`src/hw/mci_pkg.sv`:
```
package mci_pkg;
   // =========================================================
   // error codes
   localparam logic [11:0] ERR_NONE = 12'h000;
   localparam logic [11:0] ERR_DRV_HALT = 12'h206;
   localparam logic [11:0] ERR_SERVO_OFF = 12'h20A;
   localparam logic [11:0] ERR_DUP_START = 12'h20C;
   localparam logic [11:0] ERR_PAUSE = 12'h20D;
   localparam logic [11:0] ERR_SOFT_LIMIT = 12'h20E;
   localparam logic [11:0] ERR_HOME_MOVING = 12'h210;
   localparam logic [11:0] ERR_JOG_MOVING = 12'h211;
   localparam logic [11:0] ERR_CUTOFF = 12'h212;
   localparam logic [11:0] ERR_SUCTION = 12'h213;
   localparam logic [11:0] ERR_WR_AUTO = 12'h220;
   localparam logic [11:0] ERR_WR_MON = 12'h221;
   // =========================================================
   // register map
   localparam logic [3:0] ADDR_ERR_CODE = 4'h0;
   localparam logic [3:0] ADDR_IRQ_STATUS = 4'h1;
   localparam logic [3:0] ADDR_IRQ_MASK = 4'h2;
   localparam logic [3:0] ADDR_STATE = 4'h3;
   localparam logic [3:0] ADDR_CONTROL = 4'h4;
   localparam logic [1:0] IRQ_BIT_ERROR = 2'h0;
   localparam logic [1:0] IRQ_BIT_CUTOFF = 2'h1;
   localparam logic [1:0] IRQ_BIT_DONE = 2'h2;
   localparam logic [2:0] RST_IRQ_MASK = 3'h0;
   localparam logic [11:0] RST_ERR_CODE = 12'h000;
   // =========================================================
   // timing
   localparam int CLK_MHZ = 200;
   localparam int CUTOFF_SETTLE_NS = 50;
   localparam int CUTOFF_SETTLE_CYC = (CUTOFF_SETTLE_NS * CLK_MHZ + 999) / 1000;
   // =========================================================
   // types
   typedef enum logic [3:0] {
      MV_IDLE = 4'b0001,
      MV_RUN = 4'b0010,
      MV_STOP = 4'b0100,
      MV_CUT = 4'b1000
   } mci_move_type;
   typedef enum logic [2:0] {
      SU_STANDBY = 3'b001,
      SU_SUCTION = 3'b010,
      SU_RELEASE = 3'b100
   } mci_suck_type;
   typedef enum logic [1:0] {
      MODE_TEACH = 2'h0,
      MODE_AUTO = 2'h1,
      MODE_MONITOR = 2'h2
   } mci_mode_type;
   typedef struct packed {
      logic servo_enable_input;
      logic move_start_input;
      logic pause_hold_n;
      logic home_input;
      logic jog_input;
      logic driver_halt_input;
   } mci_plc_type;
   typedef struct packed {
      logic motor_low;
      logic stop_latched;
      logic estop_24v_ok;
      logic gateway_alarm;
      logic actuator_comm_err;
      logic soft_limit;
   } mci_cut_type;
   typedef struct packed {
      logic enable_mid;
      logic write_req;
      logic suction_req;
      logic release_req;
      logic move_req;
   } mci_pend_type;
endpackage

```
`src/hw/mci_edge.sv`:
```
`timescale 1ns/1ps
module mci_edge (
   input wire logic clk,
   input wire logic rst_n,
   input wire logic [5:0] level,
   output logic [5:0] rise,
   output logic [5:0] fall
);
   logic [5:0] prev_q;
   // =========================================================
   // edge detection of plc levels
   always_ff @(posedge clk or negedge rst_n) begin
      if (!rst_n) begin
         prev_q <= 6'h00;
      end else begin
         prev_q <= level;
      end
   end
   assign rise = level & ~prev_q;
   assign fall = ~level & prev_q;
endmodule

```
`src/hw/mci_cutoff.sv`:
```
`timescale 1ns/1ps
module mci_cutoff (
   input wire logic clk,
   input wire logic rst_n,
   input wire mci_pkg::mci_cut_type cut_in,
   output logic cutoff,
   output logic cutoff_rise
);
   logic raw_cut;
   logic [3:0] cnt_q;
   logic [3:0] cnt_d;
   logic cut_q;
   logic cut_d;
   // =========================================================
   // cutoff qualification
   // short filter so a glitch on the stop lines does not flicker the state
   assign raw_cut = cut_in.motor_low | cut_in.stop_latched | ~cut_in.estop_24v_ok
      | cut_in.gateway_alarm | cut_in.actuator_comm_err;
   assign cnt_d = raw_cut ? 4'h0
      : (cnt_q == 4'(mci_pkg::CUTOFF_SETTLE_CYC)) ? cnt_q : cnt_q + 4'h1;
   // entry is immediate; leaving waits out the settle count of quiet cycles
   assign cut_d = raw_cut | (cut_q & (cnt_q != 4'(mci_pkg::CUTOFF_SETTLE_CYC)));
   always_ff @(posedge clk or negedge rst_n) begin
      if (!rst_n) begin
         cnt_q <= 4'h0;
         cut_q <= 1'b0;
      end else begin
         cnt_q <= cnt_d;
         cut_q <= cut_d;
      end
   end
   assign cutoff = cut_q;
   assign cutoff_rise = raw_cut & ~cut_q;
endmodule

```
`src/hw/mci_top.sv`:
```
// The implementer's own choices: the address-and-strobe port and the placing of the registers.
`timescale 1ns/1ps
// Overview of operation
// - driver halt input stops driving and raises code 206.
// - movement command while servo off is refused with code 20A.
// - servo enable dropping during movement stops servo, abandons move, code 20A.
// - start asserted during movement is a duplicate, code 20C.
// - pause line going inactive during movement stops it, code 20D.
// - reaching a software limit raises code 20E.
// - home input during movement raises code 210.
// - jog input during movement raises code 211.
// - motor power at or below 16.8V means cutoff, commands refused, code 212.
// - pendant stop latched or missing emergency +24V means cutoff, code 212.
// - gateway alarm means cutoff, commands answered with code 212.
// - actuator communication error means cutoff, commands answered with 212.
// - pendant operation accepted only with enabling switch held mid.
// - suction accepted only in standby, else code 213.
// - release accepted only while suctioning, else code 213.
// - position or parameter writes in automatic mode rejected, code 220.
// - writes in monitor mode rejected with code 221, not applied.
module mci_top (
   input wire logic SYS_CLK,
   input wire logic RESET_N,
   input wire mci_pkg::mci_plc_type PLC_IN,
   input wire mci_pkg::mci_cut_type CUT_IN,
   input wire mci_pkg::mci_pend_type PEND_IN,
   input wire logic MOVE_DONE,
   input wire logic [3:0] REG_ADDR,
   input wire logic [31:0] REG_WDATA,
   input wire logic REG_WR,
   input wire logic REG_RD,
   output logic [31:0] REG_RDATA,
   output logic SERVO_ON,
   output logic DRIVE_EN,
   output logic MOVING,
   output logic WRITE_APPLY,
   output logic SUCTION_ON,
   output logic [11:0] ERR_CODE,
   output logic ERR_EVENT,
   output logic IRQ
);
   mci_pkg::mci_move_type mv_q;
   mci_pkg::mci_move_type mv_d;
   mci_pkg::mci_suck_type su_q;
   mci_pkg::mci_suck_type su_d;
   mci_pkg::mci_mode_type mode_q;
   logic [5:0] rise;
   logic [5:0] fall;
   logic cutoff;
   logic cutoff_rise;
   logic [11:0] err_q;
   logic [11:0] err_d;
   logic evt_q;
   logic raise;
   logic [11:0] raise_code;
   logic [2:0] irq_st_q;
   logic [2:0] irq_st_d;
   logic [2:0] irq_mask_q;
   logic [2:0] irq_set;
   logic [31:0] rdata_q;
   logic [31:0] rdata_d;
   logic wapply_q;
   logic servo_q;
   logic moving;
   logic pend_ok;
   logic start_ev;
   logic move_cmd;
   logic wr_ctl;
   logic wr_st;
   logic wr_mask;
   logic halt;
   logic limit_rise;
   logic limit_q;

   // =========================================================
   // helper functions
   function automatic logic [11:0] pick(input logic c, input logic [11:0] a,
                                        input logic [11:0] b);
      pick = c ? a : b;
   endfunction

   // =========================================================
   // input conditioning
   mci_edge u_edge (
      .clk(SYS_CLK),
      .rst_n(RESET_N),
      .level(PLC_IN),
      .rise(rise),
      .fall(fall)
   );
   mci_cutoff u_cut (
      .clk(SYS_CLK),
      .rst_n(RESET_N),
      .cut_in(CUT_IN),
      .cutoff(cutoff),
      .cutoff_rise(cutoff_rise)
   );

   // struct bit order: servo=5 start=4 pause=3 home=2 jog=1 halt=0
   assign moving = (mv_q == mci_pkg::MV_RUN);
   assign halt = PLC_IN.driver_halt_input;
   assign pend_ok = PEND_IN.enable_mid;
   assign start_ev = rise[4];
   assign move_cmd = start_ev | (PEND_IN.move_req & pend_ok);

   // =========================================================
   // register decode
   assign wr_ctl = REG_WR & (REG_ADDR == mci_pkg::ADDR_CONTROL);
   assign wr_st = REG_WR & (REG_ADDR == mci_pkg::ADDR_IRQ_STATUS);
   assign wr_mask = REG_WR & (REG_ADDR == mci_pkg::ADDR_IRQ_MASK);

   // =========================================================
   // error selection, highest priority first
   // cutoff outranks everything but driver halt since no command can be honoured then
   always_comb begin
      raise = 1'b1;
      raise_code = mci_pkg::ERR_NONE;
      if (halt && (rise[0] || move_cmd)) begin
         raise_code = mci_pkg::ERR_DRV_HALT;
      end else if (cutoff_rise || (cutoff && (move_cmd
                   || (PEND_IN.suction_req && pend_ok)
                   || (PEND_IN.release_req && pend_ok)
                   || (PEND_IN.write_req && pend_ok))))  begin
         raise_code = mci_pkg::ERR_CUTOFF;
      end else if (moving && fall[5]) begin
         raise_code = mci_pkg::ERR_SERVO_OFF;
      end else if (move_cmd && !PLC_IN.servo_enable_input) begin
         raise_code = mci_pkg::ERR_SERVO_OFF;
      end else if (moving && fall[3]) begin
         raise_code = mci_pkg::ERR_PAUSE;
      end else if (moving && start_ev) begin
         raise_code = mci_pkg::ERR_DUP_START;
      end else if (moving && rise[2]) begin
         raise_code = mci_pkg::ERR_HOME_MOVING;
      end else if (moving && rise[1]) begin
         raise_code = mci_pkg::ERR_JOG_MOVING;
      end else if (limit_rise) begin
         raise_code = mci_pkg::ERR_SOFT_LIMIT;
      end else if (PEND_IN.suction_req && pend_ok && su_q != mci_pkg::SU_STANDBY) begin
         raise_code = mci_pkg::ERR_SUCTION;
      end else if (PEND_IN.release_req && pend_ok && su_q != mci_pkg::SU_SUCTION) begin
         raise_code = mci_pkg::ERR_SUCTION;
      end else if (PEND_IN.write_req && pend_ok) begin
         raise_code = pick(mode_q == mci_pkg::MODE_MONITOR,
                           mci_pkg::ERR_WR_MON,
                           pick(mode_q == mci_pkg::MODE_AUTO,
                                mci_pkg::ERR_WR_AUTO, mci_pkg::ERR_NONE));
         raise = (mode_q != mci_pkg::MODE_TEACH);
      end else begin
         raise = 1'b0;
      end
   end

   assign limit_rise = CUT_IN.soft_limit & ~limit_q;

   // =========================================================
   // movement state machine
   always_comb begin
      mv_d = mv_q;
      case (mv_q)
         mci_pkg::MV_IDLE: begin
            if (cutoff || halt) begin
               mv_d = mci_pkg::MV_CUT;
            end else if (move_cmd && PLC_IN.servo_enable_input && PLC_IN.pause_hold_n
                         && !CUT_IN.soft_limit) begin
               mv_d = mci_pkg::MV_RUN;
            end
         end
         mci_pkg::MV_RUN: begin
            if (cutoff || halt) begin
               mv_d = mci_pkg::MV_CUT;
            end else if (fall[5] || fall[3] || CUT_IN.soft_limit) begin
               mv_d = mci_pkg::MV_STOP;
            end else if (MOVE_DONE) begin
               mv_d = mci_pkg::MV_IDLE;
            end
         end
         mci_pkg::MV_STOP: begin
            mv_d = mci_pkg::MV_IDLE;
         end
         mci_pkg::MV_CUT: begin
            if (!cutoff && !halt) begin
               mv_d = mci_pkg::MV_IDLE;
            end
         end
         default: begin
            mv_d = mci_pkg::MV_IDLE;
         end
      endcase
   end

   // =========================================================
   // suction status
   always_comb begin
      su_d = su_q;
      case (su_q)
         mci_pkg::SU_STANDBY: begin
            if (PEND_IN.suction_req && pend_ok && !cutoff) begin
               su_d = mci_pkg::SU_SUCTION;
            end
         end
         mci_pkg::SU_SUCTION: begin
            if (PEND_IN.release_req && pend_ok && !cutoff) begin
               su_d = mci_pkg::SU_RELEASE;
            end
         end
         mci_pkg::SU_RELEASE: begin
            su_d = mci_pkg::SU_STANDBY;
         end
         default: begin
            su_d = mci_pkg::SU_STANDBY;
         end
      endcase
   end

   // =========================================================
   // error record and interrupt status
   assign err_d = raise ? raise_code : err_q;
   assign irq_set = {MOVE_DONE & moving, cutoff_rise, raise};
   // set wins over a same-cycle write-one clear
   assign irq_st_d = (irq_st_q & ~(wr_st ? REG_WDATA[2:0] : 3'h0)) | irq_set;

   always_comb begin
      case (REG_ADDR)
         mci_pkg::ADDR_ERR_CODE: rdata_d = {20'h00000, err_q};
         mci_pkg::ADDR_IRQ_STATUS: rdata_d = {29'h00000000, irq_st_q};
         mci_pkg::ADDR_IRQ_MASK: rdata_d = {29'h00000000, irq_mask_q};
         mci_pkg::ADDR_STATE: rdata_d = {21'h000000, su_q, mv_q, cutoff, servo_q, mode_q};
         mci_pkg::ADDR_CONTROL: rdata_d = {30'h00000000, mode_q};
         default: rdata_d = 32'h00000000;
      endcase
   end

   // =========================================================
   // registers
   always_ff @(posedge SYS_CLK or negedge RESET_N) begin
      if (!RESET_N) begin
         mv_q <= mci_pkg::MV_IDLE;
         su_q <= mci_pkg::SU_STANDBY;
         mode_q <= mci_pkg::MODE_TEACH;
         err_q <= mci_pkg::RST_ERR_CODE;
         evt_q <= 1'b0;
         irq_st_q <= 3'h0;
         irq_mask_q <= mci_pkg::RST_IRQ_MASK;
         rdata_q <= 32'h00000000;
         wapply_q <= 1'b0;
         servo_q <= 1'b0;
         limit_q <= 1'b0;
      end else begin
         mv_q <= mv_d;
         su_q <= su_d;
         err_q <= err_d;
         evt_q <= raise;
         irq_st_q <= irq_st_d;
         limit_q <= CUT_IN.soft_limit;
         rdata_q <= REG_RD ? rdata_d : 32'h00000000;
         // only teach mode lets a pendant write through
         wapply_q <= PEND_IN.write_req & pend_ok & ~cutoff
            & (mode_q == mci_pkg::MODE_TEACH);
         servo_q <= PLC_IN.servo_enable_input & ~cutoff & ~halt;
         if (wr_mask) begin
            irq_mask_q <= REG_WDATA[2:0];
         end
         if (wr_ctl && REG_WDATA[1:0] != 2'h3) begin
            mode_q <= mci_pkg::mci_mode_type'(REG_WDATA[1:0]);
         end
      end
   end

   // =========================================================
   // outputs
   assign REG_RDATA = rdata_q;
   assign SERVO_ON = servo_q;
   assign DRIVE_EN = servo_q & ~cutoff & ~halt;
   assign MOVING = moving;
   assign WRITE_APPLY = wapply_q;
   assign SUCTION_ON = (su_q == mci_pkg::SU_SUCTION);
   assign ERR_CODE = err_q;
   assign ERR_EVENT = evt_q;
   assign IRQ = |(irq_st_q & irq_mask_q);
endmodule

```
`config.mk`:
```
export PLATFORM = sky130hd
export DESIGN_NAME = mci_top
export DESIGN_NICKNAME = d
export VERILOG_FILES = /design/src/hw/mci_pkg.sv /design/src/hw/mci_edge.sv /design/src/hw/mci_cutoff.sv /design/src/hw/mci_top.sv
export SDC_FILE = /design/constraint.sdc
export NUM_CORES = 1
export LEC_CHECK = 0
export BUFFER_PORTS_ARGS = -buffer_cell sky130_fd_sc_hd__clkbuf_2
export CAP_MARGIN = 20
export CELL_PAD_IN_SITES_DETAIL_PLACEMENT = 1
export CELL_PAD_IN_SITES_GLOBAL_PLACEMENT = 2
export CORE_MARGIN = 4
export CORE_UTILIZATION = 25
export DETAILED_ROUTE_END_ITERATION = 10
export PLACE_DENSITY = 0.71
export SLEW_MARGIN = 10
export SYNTH_ARGS = -nofsm -noshare
export SYNTH_HDL_FRONTEND = slang
export SYNTH_HIERARCHICAL = 1
export SYNTH_SLANG_ARGS = --single-unit
```
`constraint.sdc`:
```
create_clock -name SYS_CLK -period 2 [get_ports SYS_CLK]
set_clock_uncertainty 0.15 [all_clocks]
set_input_delay 0.2 -clock SYS_CLK [delete_from_list [all_inputs] [get_ports SYS_CLK]]
set_output_delay 0.2 -clock SYS_CLK [all_outputs]
set_load 0.01 [all_outputs]
```
; Yosys cells after proc, flatten, opt, wreduce, memory -nomap -nowiden
; Index checks and enable logic that the tools add are counted.
[classes]
addsub = 1
multipliers = 0
n_div = 0
magnitude_cmp = 0
n_eq_ne = 22
n_shift = 0
mux = 41
bitwise = 33
reduce_logical = 38
[ops]
columns = cell, count
row1 = $mux 10, 14
row2 = $pmux 12 s5, 1
row3 = $mux 32, 1
row4 = $mux 4, 8
row5 = $logic_and 1x1->1, 20
row6 = $and 1x1->1, 15
row7 = $eq 4x2->1 const B, 3
row8 = $mux 1, 12
row9 = $pmux 4 s3, 1
row10 = $mux 3, 3
row11 = $eq 4x1->1 const B, 2
row12 = $eq 4x4->1 const B, 2
row13 = $logic_or 1x1->1, 8
row14 = $and 3x3->3, 2
row15 = $and 6x6->6, 1
row16 = $ne 2x2->1 const B, 3
row17 = $not 6->6, 1
row18 = $or 1x1->1, 6
row19 = $pmux 3 s2, 1
row20 = $and 5x5->5, 1
row21 = $not 5->5, 1
row22 = $add 4x1->4 const B, 1
row23 = $eq 4x3->1 const B, 1
row24 = $logic_not 1->1, 4
row25 = 19 further kinds, 23
[word_totals]
ff_bits = 74
latchBits = 0
ramBits = 0
mem_bits_ro = 0
in_bits = 58
out_inout_bits = 51
wordCells = 149
mem_count = 0

; Longest topological paths before layout
[logic_depth]
word_depth = 15
mapped_depth = 7
ltp_nobuf = 7

; Modules after synthesis
; The synthesis kept the hierarchy.
[by_module_without_submodules]
columns = module, instances, cells_each, area_each_um2, seq_area_each_um2
row1 = mci_top, 1, 210, 2084.5, 928.4
row2 = mci_cutoff, 1, 23, 266.5, 125.1
row3 = mci_edge, 1, 18, 255.2, 150.1

; Worst setup path after synthesis
; No wires, ideal clock.
[synth_timing]
kind = register to register
from = register mv_q[3]
to = register err_q[4] (netlist: ERR_CODE[4])
setup_ns = 0.125
arrival_ns = 1.745
t_required_ns = 1.725
slack_ns = -0.020
path_stages_with_launch = 8
n_path_buf = 1
synth_period_minus_slack_ns = 2.020
cell_sequence = dfrtp_1 -> or4b_1 -> buf_6 -> inv_6 -> o2bb2ai_4 -> nor3_4 -> nand2_2 -> mux2_4
[synth_between]
elab_chain_cells = 10
elab_cells_between_ends = 22
cone_classes = eq/ne (1) / mux (16) / reduce/logical (5)
[synth_rtl]
columns = item, line_no
row1 = start: declaration, mci_top.sv:42  ; mci_pkg::mci_move_type mv_q;
row2 = start signal: assignment, mci_top.sv:238  ; mv_q <= mci_pkg::MV_IDLE;
row3 = start signal: assignment, mci_top.sv:250  ; mv_q <= mv_d;
row4 = $eq 4x2->1 *, mci_top.sv:100  ; assign moving = (mv_q == mci_pkg::MV_RUN);
row5 = net MOVING, mci_top.sv:35  ; output logic MOVING,
row6 = $logic_and 1x1->1, mci_top.sv:135  ; end else if (moving && rise[1]) begin
row7 = $mux 1, mci_top.sv:135
row8 = $mux 1, mci_top.sv:133  ; end else if (moving && rise[2]) begin
row9 = $mux 1, mci_top.sv:131  ; end else if (moving && start_ev) begin
row10 = $mux 1, mci_top.sv:129  ; end else if (moving && fall[3]) begin
row11 = $mux 1, mci_top.sv:127  ; end else if (move_cmd && !PLC_IN.servo_enable_input) begin
row12 = $mux 1 *, mci_top.sv:125  ; end else if (moving && fall[5]) begin
row13 = $mux 1 *, mci_top.sv:120  ; end else if (cutoff_rise || (cutoff && (move_cmd
row14 = $mux 1 *, mci_top.sv:118  ; if (halt && (rise[0] || move_cmd)) begin
row15 = net raise, mci_top.sv:54  ; logic raise;
row16 = end signal: assignment, mci_top.sv:241  ; err_q <= mci_pkg::RST_ERR_CODE;
row17 = end signal: assignment, mci_top.sv:252  ; err_q <= err_d;
row18 = end: declaration, mci_top.sv:51  ; logic [11:0] err_q;
; The timed path passes the listed nets; every way through them passes the cells marked *.
; A chain may end at the register's enable or synchronous reset.

; Worst setup path in the final report
[layout_timing]
from = register mv_q[2]
to = register err_q[4] (netlist: ERR_CODE[4])
[layout_between]
elab_chain_cells = 10
elab_cells_between_ends = 22
cone_classes = eq/ne (1) / mux (16) / reduce/logical (5)
[layout_rtl]
columns = item, line_no
row1 = $eq 4x2->1 *, mci_top.sv:100
row2 = $logic_and 1x1->1, mci_top.sv:135
row3 = $mux 1, mci_top.sv:135
row4 = $mux 1, mci_top.sv:133
row5 = $mux 1, mci_top.sv:131
row6 = $mux 1, mci_top.sv:129
row7 = $mux 1, mci_top.sv:127
row8 = $mux 1 *, mci_top.sv:125
row9 = $mux 1 *, mci_top.sv:120
row10 = $mux 1 *, mci_top.sv:118
row11 = net raise, mci_top.sv:54
; Marks and branches as above.

==> flow_metrics.py <==
metrics = {
    "worst_setup_path": {
        "end_kind": "flop",
        "path_buf_inv": 1,
        "cp_top_family": "simple AND/OR/NAND/NOR gates",
        "crit_path_start_kind": "flop",
        "cpPeakStageDelay_ns": 0.61,
        "arrival_ns": 2.03,
        "path_class": "reg2reg",
        "critPathMaxFanout": 5,
        "cp.required_ns": 2.04,
        "crit_path_top_delay_cell": "or4b_4",
        "crit_chain": "or4b_4 -> inv_8 -> o2bb2ai_4 -> nor3_4 -> nand2_2 -> mux2_4",
    },
    "sta": {
        "finalHoldViolations": 0,
        "slew_viol_final": 0,
        "rsz0062_at_grt": "true",
        "worst_pin_slew_ns": 0.6078,
        "relSlewSlack_pct": 59.48,
        "period_needed_ns": 1.985,
        "layout_worst_path_cycle_share_pct": 99.23,
        "fmax_mhz": 503.9,
        "fin_tns_setup_ns": 0,
        "setup_viol": 0,
    },
    "clock_network": {
        "cts_made_buffers": 5,
        "htreeDepth": 2,
        "cts_root_buf": "clkbuf_8",
        "clk_latency_ns": 0.30,
        "clock_sinks": 48,
        "clockBufferDepth": 2,
        "cts_tree": "yes",
        "clkTransAtPathRegs_ns": 0.09,
    },
    "final_layout": {
        "area_growth_pct": 33.76,
        "fill_cells": 1151,
        "stdcell_count": 476,
        "fin_nets": 404,
        "diodes": 0,
        "design_area_sq_um": 3416,
        "layout-drive-gt1-share_pct": 37.90,
        "postLayoutCoreUtil_pct": 34.63,
    },
    "route": {
        "ant_nets": 0,
        "wire_per_inst_microns": 14.29,
        "first_iter_violations": 64,
        "drc": 0,
        "viasPerCell": 4.391,
        "drt-pass1-iter-count": 4,
        "vias": 2090,
        "wl_mm": 6.800,
    },
    "floorplan": {
        "core_sq_um": 9864,
        "row_count": 36,
        "fp.dieW_microns": 109.1,
        "initial_core_util_pct": 25.89,
        "die_h_microns": 109.1,
        "die-area_sq_um": 11900,
        "pin_count": 109,
    },
    "power_and_ir_drop": {
        "power_mw": 2.332,
        "p_leak_nw": 1.609,
        "ir_worst_vdd_mv": 0.2760,
        "pwr_density_cell_nw_per_um2": 682.8,
    },
    "global_route": {
        "overflow": 0,
        "grt_pass1_vias": 2076,
        "grt_pass1_wl_mm": 10.62,
        "grt_max_degree": 49,
        "antenna_found_initial": 0,
        "grt_use_total_pct": 11.55,
    },
    "run": {
        "maxCapViolations": 0,
    },
    "logic_synthesis": {
        "syn_avg_cell_area_sq_um": 10.42,
        "yosysWarnings": 6,
        "syn_area_sq_um": 2554,
        "synthCells": 245,
    },
    "hold_path": {
        "hold_path_class": "in2reg",
    },
    "placement": {
        "dpl.hpwl_mm": 5.403,
        "dpl_cell_area_sq_um": 3067,
        "portBuffers": 53,
        "place.gp.congestion": 0.8150,
        "place_inst": 454,
    },
    "status": {
        "status": "finished, final reports clean",
    },
}
-- layout make-up --
cell class	count	area (sq um)	area share, %
tap	133	166.4	4.872
inverter	5	26.28	0.7692
timing repair buffer	93	605.6	17.73
sequential	48	1204	35.24
clock buffer	5	68.82	2.015
multi-input combinational	189	1303	38.13
clock inverter	3	42.54	1.245
-- power breakdown --
| group | switching [mW] | total, mW | internal (mW) |
|---|---|---|---|
| clock network | 0.323 | 0.693 | 0.370 |
| registers | 0.0535 | 1.10 | 1.05 |
| logic | 0.284 | 0.536 | 0.253 |
| total | 0.660 | 2.33 | 1.67 |
-- placed cells by master (no fill, tap or decap), types with 2 or more instances in the layout --
cell type,count
a21oi_1,8
xor2_1,2
nor4b_4,2
mux2_2,3
and2b_2,6
a21o_1,4
inv_1,4
clkbuf_2,52
o21a_1,3
buf_6,4
nor2b_1,4
clkbuf_8,5
nor4b_1,2
nor3_4,2
nand2_1,17
buf_4,28
nor3_1,8
nor2_1,22
ha_1,4
conb_1,26
and3_1,3
nand2_2,3
a22oi_1,6
dlygate4sd3_1,9
nand3_1,5
dfstp_2,2
o22ai_1,2
o21ai_0,10
and2_1,5
nand2b_1,3
a21o_2,2
nor4_1,3
mux2i_1,4
dfrtp_1,46
-- worst reg2reg max path, cell delays in order (launching register included) --
cell	delay, ns
dfrtp_1	0.39
or4b_4	0.61
inv_8	0.12
o2bb2ai_4	0.14
nor3_4	0.07
nand2_2	0.10
mux2_4	0.29
-- final timing paths --
kind / startpoint / end / slack (ns) / depth (start not counted)
worst min-delay path: REG_WDATA[1] / irq_mask_q[1]$_DFFE_PN0P_ / 0.03 / 2
worst max-delay path: mv_q[2]$_DFFE_PN0P_ / ERR_CODE[4]$_DFFE_PN0P_ / 0.02 / 6
max in group asynchronous: RESET_N / mode_q[1]$_DFFE_PN0P_ / 0.91 / 3
worst max register to register: mv_q[2]$_DFFE_PN0P_ / ERR_CODE[4]$_DFFE_PN0P_ / 0.02 / 6
min in group asynchronous: RESET_N / REG_RDATA[8]$_DFF_PN0_ / 0.38 / 3
worst min register to register: irq_st_q[0]$_DFF_PN0_ / irq_st_q[0]$_DFF_PN0_ / 0.38 / 1
-- through the flow --
| step | hold slack [ns] | setup WS (ns) |
|---|---|---|
| 2_1_floorplan | -0.2456 | 0.006387 |
| 3_3_place_gp | 0.1821 | -0.07846 |
| 3_5_place_dp | 0.1790 | -0.08986 |
| 4_1_cts | 0.01678 | -0.04117 |
| 5_1_grt | 0.02582 | -0.05399 |
| 6_report | 0.02701 | 0.01542 |
-- state kept, by name, indices dropped and copies added, names as in the netlist --
register / flops
REG_RDATA: 11
su_q: 3
ERR_EVENT: 1
irq_st_q: 3
u_cut/cnt_q: 4
ERR_CODE: 7
u_edge/prev_q: 6
mode_q: 2
WRITE_APPLY: 1
SERVO_ON: 1
u_cut/cutoff: 1
mv_q: 4
limit_q: 1
irq_mask_q: 3
-- routing by layer --
metal,vias to the layer above,GRT usage (%),part of all wire (%)
met5,-,0,0
met4,0,4.599,2.3
met3,10,2.131,5.2
met2,62,19.43,49
met1,1009,14.59,43
li1,1009,-,-
-- repair_timing --
item	4_1_cts	5_1_grt
hold endpoints to repair	55	0
gates resized for setup	13	11
hold buffers	9	0
setup endpoints to repair	6	8
pin swaps	5	9
setup buffers	4	2
No activity file was read; power rests on OpenSTA's default activity.
